--- config.mk ---
export PLATFORM = sky130hd
export DESIGN_NAME = lmon_top
export DESIGN_NICKNAME = d
export VERILOG_FILES = /design/src/inc/lmon_pkg.sv /design/src/rtl/lmon_lock_qual.sv /design/src/rtl/lmon_top.sv
export VERILOG_INCLUDE_DIRS = /design/src /design/src/inc
export SDC_FILE = /design/constraint.sdc
export NUM_CORES = 1
export LEC_CHECK = 0
export ABC_CLOCK_PERIOD_IN_PS = 4100
export BUFFER_PORTS_ARGS = -buffer_cell sky130_fd_sc_hd__buf_4
export CAP_MARGIN = 20
export CORE_MARGIN = 2
export CORE_UTILIZATION = 40
export DETAILED_ROUTE_END_ITERATION = 8
export PLACE_DENSITY = 0.69
export SYNTH_ARGS = -nofsm -noshare
export SYNTH_HDL_FRONTEND = slang
export SYNTH_SLANG_ARGS = --single-unit
export TNS_END_PERCENT = 10
--- constraint.sdc ---
create_clock -name clk_sys_i -period 4.1 [get_ports clk_sys_i]
set_clock_uncertainty 0.15 [all_clocks]
set_input_delay 0.41 -clock clk_sys_i [delete_from_list [all_inputs] [get_ports clk_sys_i]]
set_output_delay 0.41 -clock clk_sys_i [all_outputs]
set_load 0.02 [all_outputs]
--- src/inc/lmon_defs.svh ---
// Behaviour
// - compare sample magnitude against phase threshold
// - comparator false above threshold, else true
// - phase threshold is 32-bit unsigned word
// - lock after 2^X true divider periods
// - lock holds until unlock, reset or disable
// - lock exponent 5 bits, kept 0 to 20; not clamped, above 20 locks only after 2^21 true ticks
// - unlock after 2^(Y+1) false periods
// - unlock clears lock, restarts qualification
// - unlock exponent 3 bits, 0 to 7
// - frequency detector uses successive sample difference
// - frequency detector has own interval fields
// - independent enabled watchdog per reference
// - loss sets live and sticky flags
// - each live loss flag routable to pin
// - rising edge resets; full count flags loss
// - terminal count from own 16-bit word
// - watchdog advances every two system clocks
`ifndef LMON_DEFS_SVH
`define LMON_DEFS_SVH

`define LMON_SAMPLE_W     32
`define LMON_MAG_W        33
`define LMON_THR_W        32
`define LMON_LOCK_EXP_W   5
`define LMON_LOCK_EXP_MAX 20
`define LMON_UNLK_EXP_W   3
`define LMON_LOCK_CNT_W   21
`define LMON_UNLK_CNT_W   9
`define LMON_WD_W         16
`define LMON_WD_MIN       3
`define LMON_WD_DIV       2
`define LMON_NUM_REF      2
`define LMON_NUM_PINS     4
`define LMON_PIN_SEL_W    2

`endif

--- src/inc/lmon_pkg.sv ---
`include "lmon_defs.svh"

package lmon_pkg;

    // lock qualifier state
    typedef enum logic [0:0] {
        LMON_ACQUIRE = 1'b0,
        LMON_LOCKED  = 1'b1
    } lmon_lock_st_t;

    // settings of one lock detector
    typedef struct packed {
        logic                          enable;
        logic [`LMON_THR_W-1:0]        threshold;
        logic [`LMON_LOCK_EXP_W-1:0]   lock_exp;
        logic [`LMON_UNLK_EXP_W-1:0]   unlock_exp;
    } lmon_lock_cfg_t;

    // settings of one reference watchdog
    typedef struct packed {
        logic                          enable;
        logic [`LMON_WD_W-1:0]         term_count;
        logic                          pin_en;
        logic [`LMON_PIN_SEL_W-1:0]    pin_sel;
    } lmon_lor_cfg_t;

endpackage

--- src/rtl/lmon_lock_qual.sv ---
`timescale 1ns/1ps
`include "lmon_defs.svh"

module lmon_lock_qual (
    // clock and reset
    input  wire logic                       clk_sys_i,
    input  wire logic                       sys_rst_i,
    // settings
    input  wire lmon_pkg::lmon_lock_cfg_t   cfg_i,
    // magnitude stream and divider tick
    input  wire logic [`LMON_MAG_W-1:0]     mag_i,
    input  wire logic                       mag_vld_i,
    input  wire logic                       div_tick_i,
    // indication
    output logic                            locked_o
);

    lmon_pkg::lmon_lock_st_t       st_ff;
    lmon_pkg::lmon_lock_st_t       nxt_st;
    logic                          cmp_ff;
    logic [`LMON_LOCK_CNT_W-1:0]   run_ff;
    logic [`LMON_LOCK_CNT_W-1:0]   nxt_run;
    logic [`LMON_UNLK_CNT_W-1:0]   bad_ff;
    logic [`LMON_UNLK_CNT_W-1:0]   nxt_bad;
    wire  logic                    cmp_now;
    wire  logic [`LMON_LOCK_CNT_W-1:0] lock_goal;
    wire  logic [`LMON_UNLK_CNT_W-1:0] unlk_goal;
    wire  logic [`LMON_LOCK_CNT_W-1:0] run_inc;
    wire  logic [`LMON_UNLK_CNT_W-1:0] bad_inc;

    // true when the sample lies within the threshold
    assign cmp_now = (mag_i <= {1'b0, cfg_i.threshold});
    // an exponent above the legal range gives a goal of zero: locks only after 2^21 true ticks, when the count wraps
    assign lock_goal = `LMON_LOCK_CNT_W'(1) << cfg_i.lock_exp;
    assign unlk_goal = `LMON_UNLK_CNT_W'(2) << cfg_i.unlock_exp;
    assign run_inc = run_ff + `LMON_LOCK_CNT_W'(1);
    assign bad_inc = bad_ff + `LMON_UNLK_CNT_W'(1);

    // count whole divider periods with the comparator held true or false
    always_comb begin
        nxt_st  = st_ff;
        nxt_run = run_ff;
        nxt_bad = bad_ff;
        if (div_tick_i) begin
            unique case (st_ff)
                lmon_pkg::LMON_ACQUIRE: begin
                    nxt_bad = '0;
                    if (!cmp_ff) begin
                        nxt_run = '0;
                    end else if (run_inc == lock_goal) begin
                        nxt_st  = lmon_pkg::LMON_LOCKED;
                        nxt_run = '0;
                    end else begin
                        nxt_run = run_inc;
                    end
                end
                lmon_pkg::LMON_LOCKED: begin
                    nxt_run = '0;
                    if (cmp_ff) begin
                        nxt_bad = '0;
                    end else if (bad_inc == unlk_goal) begin
                        nxt_st  = lmon_pkg::LMON_ACQUIRE;
                        nxt_bad = '0;
                    end else begin
                        nxt_bad = bad_inc;
                    end
                end
            endcase
        end
    end

    // a disabled detector sits cleared, like a reset
    always_ff @(posedge clk_sys_i) begin
        if (sys_rst_i || !cfg_i.enable) begin
            st_ff    <= lmon_pkg::LMON_ACQUIRE;
            cmp_ff   <= 1'b0;
            run_ff   <= '0;
            bad_ff   <= '0;
            locked_o <= 1'b0;
        end else begin
            if (mag_vld_i) begin
                cmp_ff <= cmp_now;
            end
            st_ff    <= nxt_st;
            run_ff   <= nxt_run;
            bad_ff   <= nxt_bad;
            locked_o <= (nxt_st == lmon_pkg::LMON_LOCKED);
        end
    end

endmodule

--- src/rtl/lmon_top.sv ---
`timescale 1ns/1ps
`include "lmon_defs.svh"

module lmon_top (
    // clock and reset
    input  wire logic                         clk_sys_i,
    input  wire logic                         sys_rst_i,

    // phase detector sample stream
    input  wire logic [`LMON_SAMPLE_W-1:0]    phase_sample_i,
    input  wire logic                         phase_sample_vld_i,

    // loop sample divider period pulse
    input  wire logic                         sample_div_tick_i,

    // lock detector settings
    input  wire lmon_pkg::lmon_lock_cfg_t     phase_cfg_i,
    input  wire lmon_pkg::lmon_lock_cfg_t     freq_cfg_i,

    // reference inputs, synchronous to the clock
    input  wire logic                         first_reference_input_i,
    input  wire logic                         second_reference_input_i,

    // reference watchdog settings
    input  wire lmon_pkg::lmon_lor_cfg_t      first_ref_cfg_i,
    input  wire lmon_pkg::lmon_lor_cfg_t      second_ref_cfg_i,

    // sticky flag clear, one bit per reference
    input  wire logic [`LMON_NUM_REF-1:0]     ref_loss_irq_clr_i,

    // lock indications
    output logic                              phase_lock_o,
    output logic                              freq_lock_o,

    // live loss status, one bit per reference
    output logic [`LMON_NUM_REF-1:0]          reference_absent_flag_o,

    // sticky loss flags, one bit per reference
    output logic [`LMON_NUM_REF-1:0]          ref_loss_irq_o,

    // status pins
    output logic [`LMON_NUM_PINS-1:0]         multipurpose_status_pins_o
);

    // ------------------------------------------------------------
    // sample path
    // ------------------------------------------------------------

    logic signed [`LMON_SAMPLE_W-1:0]   cur_ff;
    logic signed [`LMON_SAMPLE_W-1:0]   prev_ff;
    logic                               cur_vld_ff;
    logic                               have_prev_ff;
    logic [`LMON_MAG_W-1:0]             phase_mag_ff;
    logic                               phase_mag_vld_ff;
    logic [`LMON_MAG_W-1:0]             freq_mag_ff;
    logic                               freq_mag_vld_ff;

    wire  logic signed [`LMON_MAG_W-1:0] cur_ext;
    wire  logic signed [`LMON_MAG_W-1:0] prev_ext;
    wire  logic signed [`LMON_MAG_W-1:0] step_diff;
    wire  logic [`LMON_MAG_W-1:0]        cur_abs;
    wire  logic [`LMON_MAG_W-1:0]        step_abs;

    // sign-extend by one bit so the most negative sample has a magnitude
    assign cur_ext  = {cur_ff[`LMON_SAMPLE_W-1], cur_ff};
    assign prev_ext = {prev_ff[`LMON_SAMPLE_W-1], prev_ff};

    // running difference approximates the frequency error
    assign step_diff = cur_ext - prev_ext;

    // magnitudes of the phase sample and of the step
    assign cur_abs  = cur_ext[`LMON_MAG_W-1] ?
                      `LMON_MAG_W'(-cur_ext) : `LMON_MAG_W'(cur_ext);
    assign step_abs = step_diff[`LMON_MAG_W-1] ?
                      `LMON_MAG_W'(-step_diff) :
                      `LMON_MAG_W'(step_diff);

    // capture each new sample and keep the one before it
    always_ff @(posedge clk_sys_i) begin
        if (sys_rst_i) begin
            cur_ff     <= '0;
            prev_ff    <= '0;
            cur_vld_ff <= 1'b0;
        end else begin
            cur_vld_ff <= phase_sample_vld_i;
            if (phase_sample_vld_i) begin
                cur_ff  <= phase_sample_i;
                prev_ff <= cur_ff;
            end
        end
    end

    // a step only means something once two samples have been seen
    always_ff @(posedge clk_sys_i) begin
        if (sys_rst_i || !freq_cfg_i.enable) begin
            have_prev_ff <= 1'b0;
        end else if (cur_vld_ff) begin
            have_prev_ff <= 1'b1;
        end
    end

    // register magnitudes to keep the subtract and compare apart
    always_ff @(posedge clk_sys_i) begin
        if (sys_rst_i) begin
            phase_mag_ff     <= '0;
            phase_mag_vld_ff <= 1'b0;
            freq_mag_ff      <= '0;
            freq_mag_vld_ff  <= 1'b0;
        end else begin
            phase_mag_vld_ff <= cur_vld_ff;
            freq_mag_vld_ff  <= cur_vld_ff && have_prev_ff;
            if (cur_vld_ff) begin
                phase_mag_ff <= cur_abs;
                freq_mag_ff  <= step_abs;
            end
        end
    end

    // ------------------------------------------------------------
    // lock detectors: phase is index 0, frequency index 1
    // ------------------------------------------------------------

    lmon_pkg::lmon_lock_cfg_t  det_cfg [2];
    wire  logic [`LMON_MAG_W-1:0] det_mag [2];
    wire  logic [1:0]             det_vld;
    wire  logic [1:0]             det_lock;

    // each detector keeps its own threshold and interval fields
    assign det_cfg[0] = phase_cfg_i;
    assign det_cfg[1] = freq_cfg_i;
    assign det_mag[0] = phase_mag_ff;
    assign det_mag[1] = freq_mag_ff;
    assign det_vld    = {freq_mag_vld_ff, phase_mag_vld_ff};

    genvar d;
    generate
        for (d = 0; d < 2; d = d + 1) begin : g_det
            lmon_lock_qual u_qual (
                .clk_sys_i  (clk_sys_i),
                .sys_rst_i  (sys_rst_i),
                .cfg_i      (det_cfg[d]),
                .mag_i      (det_mag[d]),
                .mag_vld_i  (det_vld[d]),
                .div_tick_i (sample_div_tick_i),
                .locked_o   (det_lock[d])
            );
        end
    endgenerate

    // lock outputs are not gated by reference status; software does that
    always_ff @(posedge clk_sys_i) begin
        if (sys_rst_i) begin
            phase_lock_o <= 1'b0;
            freq_lock_o  <= 1'b0;
        end else begin
            phase_lock_o <= det_lock[0];
            freq_lock_o  <= det_lock[1];
        end
    end

    // ------------------------------------------------------------
    // watchdog time base
    // ------------------------------------------------------------

    logic  wd_phase_ff;
    wire   logic wd_tick;

    // half-rate enable; the counters see every other clock
    always_ff @(posedge clk_sys_i) begin
        if (sys_rst_i) begin
            wd_phase_ff <= 1'b0;
        end else begin
            wd_phase_ff <= ~wd_phase_ff;
        end
    end
    assign wd_tick = wd_phase_ff;

    // ------------------------------------------------------------
    // loss-of-reference watchdogs, one per reference
    // ------------------------------------------------------------

    lmon_pkg::lmon_lor_cfg_t      ref_cfg [`LMON_NUM_REF];
    wire  logic [`LMON_NUM_REF-1:0] ref_in;
    logic [`LMON_NUM_REF-1:0]     ref_q_ff;
    logic [`LMON_WD_W-1:0]        wd_cnt_ff [`LMON_NUM_REF];
    logic [`LMON_NUM_REF-1:0]     lost_ff;
    logic [`LMON_NUM_REF-1:0]     sticky_ff;
    wire  logic [`LMON_NUM_REF-1:0] ref_rise;
    wire  logic [`LMON_NUM_REF-1:0] wd_full;
    wire  logic [`LMON_NUM_REF-1:0] lost_set;

    assign ref_cfg[0] = first_ref_cfg_i;
    assign ref_cfg[1] = second_ref_cfg_i;
    assign ref_in     = {second_reference_input_i,
                         first_reference_input_i};

    genvar r;
    generate
        for (r = 0; r < `LMON_NUM_REF; r = r + 1) begin : g_wd
            wire logic [`LMON_WD_W-1:0] cnt_inc;

            // edges come from the synchronous sample of the pin
            assign ref_rise[r] = ref_in[r] & ~ref_q_ff[r];
            assign cnt_inc     = wd_cnt_ff[r] + `LMON_WD_W'(1);
            // a too-slow reference and a missing one look the same
            assign wd_full[r]  = (wd_cnt_ff[r] >= ref_cfg[r].term_count);
            assign lost_set[r] = wd_full[r] && !ref_rise[r];

            // previous pin level for edge detection
            always_ff @(posedge clk_sys_i) begin
                if (sys_rst_i) begin
                    ref_q_ff[r] <= 1'b0;
                end else begin
                    ref_q_ff[r] <= ref_in[r];
                end
            end

            // counter restarts on every rising edge, holds at full
            always_ff @(posedge clk_sys_i) begin
                if (sys_rst_i || !ref_cfg[r].enable) begin
                    wd_cnt_ff[r] <= '0;
                end else if (ref_rise[r]) begin
                    wd_cnt_ff[r] <= '0;
                end else if (wd_tick && !wd_full[r]) begin
                    wd_cnt_ff[r] <= cnt_inc;
                end
            end

            // live status follows the watchdog state
            always_ff @(posedge clk_sys_i) begin
                if (sys_rst_i || !ref_cfg[r].enable) begin
                    lost_ff[r] <= 1'b0;
                end else begin
                    lost_ff[r] <= lost_set[r];
                end
            end

            // sticky flag: a new loss wins over a clear in one cycle
            always_ff @(posedge clk_sys_i) begin
                if (sys_rst_i || !ref_cfg[r].enable) begin
                    sticky_ff[r] <= 1'b0;
                end else if (lost_set[r]) begin
                    sticky_ff[r] <= 1'b1;
                end else if (ref_loss_irq_clr_i[r]) begin
                    sticky_ff[r] <= 1'b0;
                end
            end
        end
    endgenerate

    assign reference_absent_flag_o = lost_ff;
    assign ref_loss_irq_o          = sticky_ff;

    // ------------------------------------------------------------
    // status pin routing
    // ------------------------------------------------------------

    wire  logic [`LMON_NUM_PINS-1:0] pin_nxt;

    // a pin shows the OR of every loss flag steered onto it
    genvar p;
    generate
        for (p = 0; p < `LMON_NUM_PINS; p = p + 1) begin : g_pin
            wire logic [`LMON_NUM_REF-1:0] hit;
            assign hit[0] = ref_cfg[0].pin_en &&
                            (ref_cfg[0].pin_sel == `LMON_PIN_SEL_W'(p));
            assign hit[1] = ref_cfg[1].pin_en &&
                            (ref_cfg[1].pin_sel == `LMON_PIN_SEL_W'(p));
            assign pin_nxt[p] = |(hit & lost_set);
        end
    endgenerate

    // registered so the pins change on the same edge as live status
    always_ff @(posedge clk_sys_i) begin
        if (sys_rst_i) begin
            multipurpose_status_pins_o <= '0;
        end else begin
            multipurpose_status_pins_o <= pin_nxt & {`LMON_NUM_PINS{
                1'b1}};
        end
    end

endmodule

==> results.py, run 1 <==
metrics = {
    "drt": {
        "drt_iter0_drc": 1076,
        "vias": 16903,
        "antenna_left": 0,
        "vias_per_cell": 5.55,
        "route.detailed.drc": 0,
        "routed_wl_mm": 50.4,
        "drt_pre_antenna_iters": 5,
        "wire_per_inst_um": 16.5,
    },
    "cts": {
        "path_clk_slew_ps": 60,
        "htreeDepth": 1,
        "clk_root_buffer_cell": "clkbuf_16",
        "cts_tree": "yes",
        "clk_latency_ps": 570,
        "clk_path_buf_depth": 3,
        "numCtsBuffers": 30,
        "clock_sinks": 243,
    },
    "critical_path": {
        "critPathRequiredTime_ps": 4420,
        "r2r_start": "cur_ff[0]",
        "critPathArrivalTime_ps": 4310,
        "rr_endpoint": "freq_mag_ff[29]",
        "critPathLaunchType": "flip-flop",
        "end_kind": "flip-flop",
        "path_class": "flip-flop to flip-flop",
        "worst-path-max-fanout": 6,
        "ff2ff_setup_slack_ps": 100,
        "worst_r2r_path_depth": 14,
    },
    "final_layout": {
        "finalNetCount": 2731,
        "multi_input_area_um2": 11800,
        "ff_latch_area_um2": 5190,
        "num-fill-cells": 4229,
        "area_growth_pct": 20.6,
        "layout-drive-gt1-share": 0.146,
        "antenna_cells": 0,
        "fin_cells": 3048,
    },
    "synth": {
        "yosysWarnings": 0,
        "synth.distinct_cells": 95,
        "synth_area_leaders": "dfxtp_1 24%, ha_1 9.5%, nor2_1 5.8%",
        "ys_ff_latch": 243,
        "netlist_area_um2": 17900,
        "async_reset_ff_frac": 0,
        "synth_nets": 2528,
        "seq_area_frac_synth": 0.289,
        "yosysTopAreaCell": "dfxtp_1",
        "netlist.area_leader.share": 0.236,
        "syn_inst": 2229,
        "syn_area_per_cell_um2": 8.04,
        "synth_edf_count": 32,
        "synthFlopType": "dfxtp_1",
    },
    "timing": {
        "finalHoldViolCount": 0,
        "rsz0062_at_grt": "yes",
        "timing.setup.tns_ps": 0,
        "finalSetupViolCount": 0,
        "relSlewSlack": 0.342,
        "max_freq_ghz": 0.250,
        "tightest_slew_ps": 988,
        "period_share": 0.975,
        "slew_viol_final": 0,
        "finalCriticalPeriod_ps": 4000,
    },
    "floorplan": {
        "row_count": 77,
        "start_util": 0.405,
        "die_h_um": 216,
        "dieArea_um2": 46500,
        "ios": 172,
        "fp.coreArea_um2": 44200,
        "die_w_um": 216,
    },
    "power_and_ir_drop": {
        "p_per_area_nw_per_um2": 334,
        "peakVddDrop_mv": 0.299,
        "p_total_uw": 7220,
        "power.leakage_uw": 0.00932,
    },
    "place": {
        "port_buffers": 171,
        "routabilityCongestion": 0.906,
        "place_inst": 2946,
        "hpwl_mm": 38.0,
    },
    "global_routing": {
        "antenna_found_initial": 2,
        "grt_use_total": 0.213,
        "grt_max_degree": 80,
        "grt_pass1_vias": 16839,
        "grt_pass1_wl_mm": 83.0,
        "grt-ovfl-total": 0,
    },
    "outcome": {
        "outcome": "finished clean",
    },
    "min_path": {
        "whs_path_depth": 3,
        "hp-class": "primary input to flip-flop",
        "hold_end": "reference_absent_flag_o[1]",
        "worstHoldStart": "second_ref_cfg_i[19]",
    },
    "job": {
        "drv_cap": 0,
    },
}
[where the power goes]
| group | switching (uW) | internal, uW |
|---|---|---|
| sequential | 96.7 | 2520 |
| clock | 1100 | 1650 |
| combinational | 1040 | 811 |
| total | 2240 | 4980 |
[kinds of logic after synthesis]
kind of cell / share of synthesized area
DFF: 0.289
muxes: 0.0439
adders and majority gates: 0.0966
buffers and inverters: 0.0581
and+or+nand+nor: 0.235
AOI/OAI and AO/OA: 0.202
xor gates and xnor gates: 0.0751
[cell usage after synthesis, types with 65 or more instances]
master	instances
clkbuf_1	82
inv_1	161
a211oi_1	65
xor2_1	90
a21oi_1	97
nand3_1	75
o21ai_0	86
dfxtp_1	211
ha_1	136
nor2_1	277
nand2_1	135
mux2i_1	73
[timing repair]
action                                  CTS  global route
hold buffers                             43             0
hold endpoints to repair                 39             0
gates cloned                              0             0
pin swaps                                 2             7
endpoints found under the setup margin    2            16
buffers inserted                          1             2
gates resized for setup                   1            25
[worst max-delay path, cell delays in order, from the launching register on]
cell and delay, ps:
dfxtp_1 340, inv_1 70, ha_1 210, fa_2 350, nand2b_4 160, a211oi_4 290
buf_4 160, o21a_2 150, o21a_1 160, o2111ai_1 150, or4_1 550, or3_4 470
o41ai_4 380, xor2_1 110, a22o_1 200
[state kept, by name, indices dropped and copies added, names as in the netlist, 4 cells and up]
signal                      cells
freq_mag_ff                    33
wd_cnt_ff                      32
cur_ff                         32
multipurpose_status_pins_o      4
g_det.u_qual.bad_ff            18
g_det.u_qual.run_ff            42
prev_ff                        32
phase_mag_ff                   33
[stage by stage]
stage / utilization / setup WS (ps) / cell area [um^2] / hold WS (ps)
3_5_place_dp: 0.452 / -22.7 / 20000 / 275
5_1_grt: 0.489 / -19.9 / 21600 / 78.1
3_3_place_gp: 0.452 / 57.7 / 20000 / 280
4_1_cts: 0.486 / 22.4 / 21500 / 21.2
2_1_floorplan: - / 271 / 17900 / 259
6_report: 0.489 / 103 / 21600 / 30.6
[how the worst max path moves through the flow]
| stage | startpoint | endpoint | slack [ps] | cells past startpoint |
|---|---|---|---|---|
| floorplan | cur_ff[0] | freq_mag_ff[29] | 270 | 14 |
| global placement | prev_ff[5] | freq_mag_ff[30] | 60 | 13 |
| detailed placement | prev_ff[1] | freq_mag_ff[30] | -20 | 12 |
| CTS | cur_ff[0] | freq_mag_ff[23] | 20 | 14 |
| global route | cur_ff[0] | freq_mag_ff[29] | -20 | 14 |
| finish | cur_ff[0] | freq_mag_ff[29] | 100 | 14 |
[final cells by class]
| cell class | count | share of cell area |
|---|---|---|
| Clock buffer | 42 | 0.0416 |
| Clock inverter | 14 | 0.00637 |
| Multi-Input combinational cell | 1716 | 0.547 |
| Sequential cell | 243 | 0.240 |
| Tap cell | 592 | 0.0343 |
| Timing Repair Buffer | 280 | 0.103 |
| Inverter | 161 | 0.0280 |
[metal layers]
layer,vias to the layer above,track usage,wire (um)
met5,-,0,66
met1,7980,0.257,21500
met2,389,0.389,25000
met3,106,0.0293,2200
li1,8424,-,-
met4,4,0.0680,1630
[cell usage in the layout, fill, tap and decap left out, drive strengths merged, types with 25 or more instances in the layout]
cell type	netlist	layout
dlygate4sd3	0	43
a21o	57	57
a211oi	68	68
nor2	277	277
nor3	57	57
nand4	50	50
nand3	75	75
o21a	38	38
buf	27	237
dfxtp	211	211
xor2	90	90
nor2b	26	26
o31ai	25	25
mux2i	73	73
nand2	135	135
o21ai	94	94
clkbuf	82	42
or3	33	33
xnor2	56	56
a21oi	99	99
ha	136	136
inv	161	163
and3	26	26
edfxtp	32	32
nand2b	39	39
Power figures use the tool's default switching activity.
==> run 2: changes to the inputs <==
--- a/config.mk
+++ b/config.mk
@@ -15,5 +15,6 @@
 export PLACE_DENSITY = 0.69
 export SYNTH_ARGS = -nofsm -noshare
 export SYNTH_HDL_FRONTEND = slang
+export SYNTH_HIERARCHICAL = 1
 export SYNTH_SLANG_ARGS = --single-unit
 export TNS_END_PERCENT = 10
==> results.py, run 2 <==
metrics = {
    "timing": {
        "finalCriticalPeriod_ps": 3890,
        "period_share": 0.950,
        "slew_viol_final": 0,
        "max_freq_ghz": 0.257,
        "fin_hold_ws_ps": 52.8,
        "tightest_slew_ps": 1100,
        "setup_slack_ps": 206,
        "finalHoldViolCount": 0,
        "relSlewSlack": 0.267,
        "rsz0062_at_grt": "yes",
        "timing.setup.tns_ps": 0,
        "finalSetupViolCount": 0,
    },
    "critical_path": {
        "worst-path-max-fanout": 8,
        "crit_start": "cur_ff[6]",
        "critPathLaunchType": "flip-flop",
        "worst_r2r_path_depth": 11,
        "end_kind": "flip-flop",
        "worstPathCellList": "ha_1 -> a21oi_4 -> o21ai_1 -> a211oi_2 -> a2111oi_4 -> or4b_2 -> nand3_1 -> nand4_1 -> nor4_4 -> a211oi_1 -> o221a_2",
        "path_class": "flip-flop to flip-flop",
        "critPathRequiredTime_ps": 4410,
        "ff2ff_setup_slack_ps": 210,
        "path_delay_family": "simple AND/OR/NAND/NOR gates",
        "rr_endpoint": "freq_mag_ff[30]",
        "path_buf_inv": 0,
        "r2r_start": "cur_ff[6]",
        "slowest_stage": "or4b_2",
        "cpPeakStageDelay_ps": 660,
        "critPathArrivalTime_ps": 4200,
    },
    "final_layout": {
        "top_regs": "g_det.u_qual/run_ff (42), freq_mag_ff (33), phase_mag_ff (33)",
        "largest_reg_flops": 42,
        "area_growth_pct": 19.8,
        "finalNetCount": 2731,
        "fin_cells": 3047,
        "final_common_cell": "nor2_1",
        "layout-drive-gt1-share": 0.132,
        "largest-register": "g_det.u_qual/run_ff",
        "mostFrequentLayoutCells": "285 x nor2_1, 231 x buf_4, 210 x dfxtp_1",
        "finalInstanceArea_um2": 21500,
    },
    "place": {
        "routabilityCongestion": 0.959,
        "pre_cts_ws_ps": 180,
        "hpwl_mm": 39.5,
        "post_dp_cell_area_um2": 20000,
        "port_buffers": 171,
        "place_inst": 2952,
    },
    "synth": {
        "synthFlopType": "dfxtp_1",
        "async_reset_ff_frac": 0,
        "synth_nets": 2537,
        "ys_ff_latch": 243,
        "netlist.area_leader.share": 0.235,
        "yosysTopAreaCell": "dfxtp_1",
        "seq_area_frac_synth": 0.289,
        "synth_area_leaders": "dfxtp_1 24%, ha_1 9.5%, nor2_1 6.0%",
        "netlist_area_um2": 17900,
        "synth_edf_count": 32,
        "syn_area_per_cell_um2": 8.02,
        "yosysWarnings": 6,
        "yosys-top-cells-count": "285 x nor2_1, 211 x dfxtp_1, 162 x nand2_1, 161 x inv_1, 136 x ha_1",
        "syn_inst": 2238,
        "synth.distinct_cells": 91,
        "post-synth-top-count-cell": "nor2_1",
    },
    "drt": {
        "wire_per_inst_um": 16.6,
        "drt_pre_antenna_iters": 6,
        "routed_wl_mm": 50.7,
        "route.detailed.drc": 0,
        "vias_per_cell": 5.54,
        "drt_iter0_drc": 1191,
        "vias": 16886,
        "antenna_left": 0,
    },
    "power_and_ir_drop": {
        "pwr-share-comb": 0.253,
        "power.share.switching": 0.307,
        "clkPwrFrac": 0.386,
        "p_per_area_nw_per_um2": 337,
        "peakVddDrop_mv": 0.344,
        "p_int_uw": 5010,
        "power.leakage_uw": 0.00948,
        "seq_power_share": 0.361,
        "p_switching_uw": 2220,
    },
    "cts": {
        "clk_latency_ps": 570,
        "clk_path_buf_depth": 3,
        "cts_setup_buffers": 0,
        "clk_root_buffer_cell": "clkbuf_16",
        "htreeDepth": 1,
        "clock_sinks": 243,
        "path_clk_slew_ps": 60,
        "cts_tree": "yes",
        "numCtsBuffers": 30,
    },
    "floorplan": {
        "start_util": 0.406,
        "fp.coreArea_um2": 44200,
        "dieArea_um2": 46600,
        "row_count": 77,
        "ios": 172,
        "die_w_um": 216,
        "die_h_um": 216,
    },
    "global_routing": {
        "grt_use_total": 0.213,
        "grt_max_degree": 96,
        "grt_pass1_wl_mm": 82.5,
        "antenna_found_initial": 2,
        "grt_busiest_layer": "met2",
        "met2_usage": 0.372,
        "grt_use_met1": 0.271,
        "grt-ovfl-total": 0,
        "grt_pass1_vias": 16428,
        "grt_util_met3": 0.0288,
    },
    "outcome": {
        "outcome": "finished clean",
    },
    "min_path": {
        "worstHoldStart": "sys_rst_i",
        "hp-class": "primary input to flip-flop",
        "hold_end": "wd_phase_ff",
        "whs_path_depth": 2,
    },
    "job": {
        "drv_cap": 0,
    },
}
==> run 2: timing repair <==
item                                    in CTS  in global routing
hold buffers                                40                  0
hold endpoints to repair                    40                  0
resized for setup                            0                  9
endpoints found under the setup margin       0                 10
==> run 2: worst max-delay path by stage <==
stage               slack, ps              end  depth (start not counted)
global placement          300  freq_mag_ff[30]                         11
finish                    210  freq_mag_ff[30]                         11
detailed placement        180  freq_mag_ff[30]                         11
global route              -50  freq_mag_ff[24]                         12
floorplan                  90  wd_cnt_ff[0][0]                         13
CTS                       150  freq_mag_ff[30]                         11
==> run 2: power groups by stage <==
stage          combinational (uW)  sequential, uW  clock [uW]
2_1_floorplan                1200            2630           0
3_3_place_gp                 1720            2660           0
3_5_place_dp                 1760            2660           0
4_1_cts                      1800            2610        2870
5_1_grt                      2020            2630        2980
6_report                     1830            2610        2790
==> run 2: through the flow <==
step	total power [uW]	util
6_report	7230	0.486
5_1_grt	7630	0.486
4_1_cts	7280	0.484
3_5_place_dp	4420	0.451
3_3_place_gp	4390	0.451
2_1_floorplan	3830	-
==> run 2: final cells by class <==
cell class	instances	area, um^2
flip-flops and latches	243	5190
clock inverters	11	126
multi-input cells	1725	11800
inverters	161	604
diodes	1	2.50
repair buffers	271	2130
fillers	4250	22700
well taps	592	741
clock buffers	43	935
==> run 2: cell families after synthesis <==
logic type,Yosys count,share of synthesized area
flops,243,0.289
simple gates,864,0.241
xor+xnor,155,0.0772
fa+ha+maj,137,0.0960
buf+inv,270,0.0596
compound gates,478,0.187
mux,91,0.0510
==> run 2: metal layers <==
metal | vias to the layer above | wire length, um
li1 | 8419 | -
met1 | 7977 | 22300
met2 | 385 | 24500
met3 | 103 | 2360
met4 | 2 | 1560
met5 | - | 9
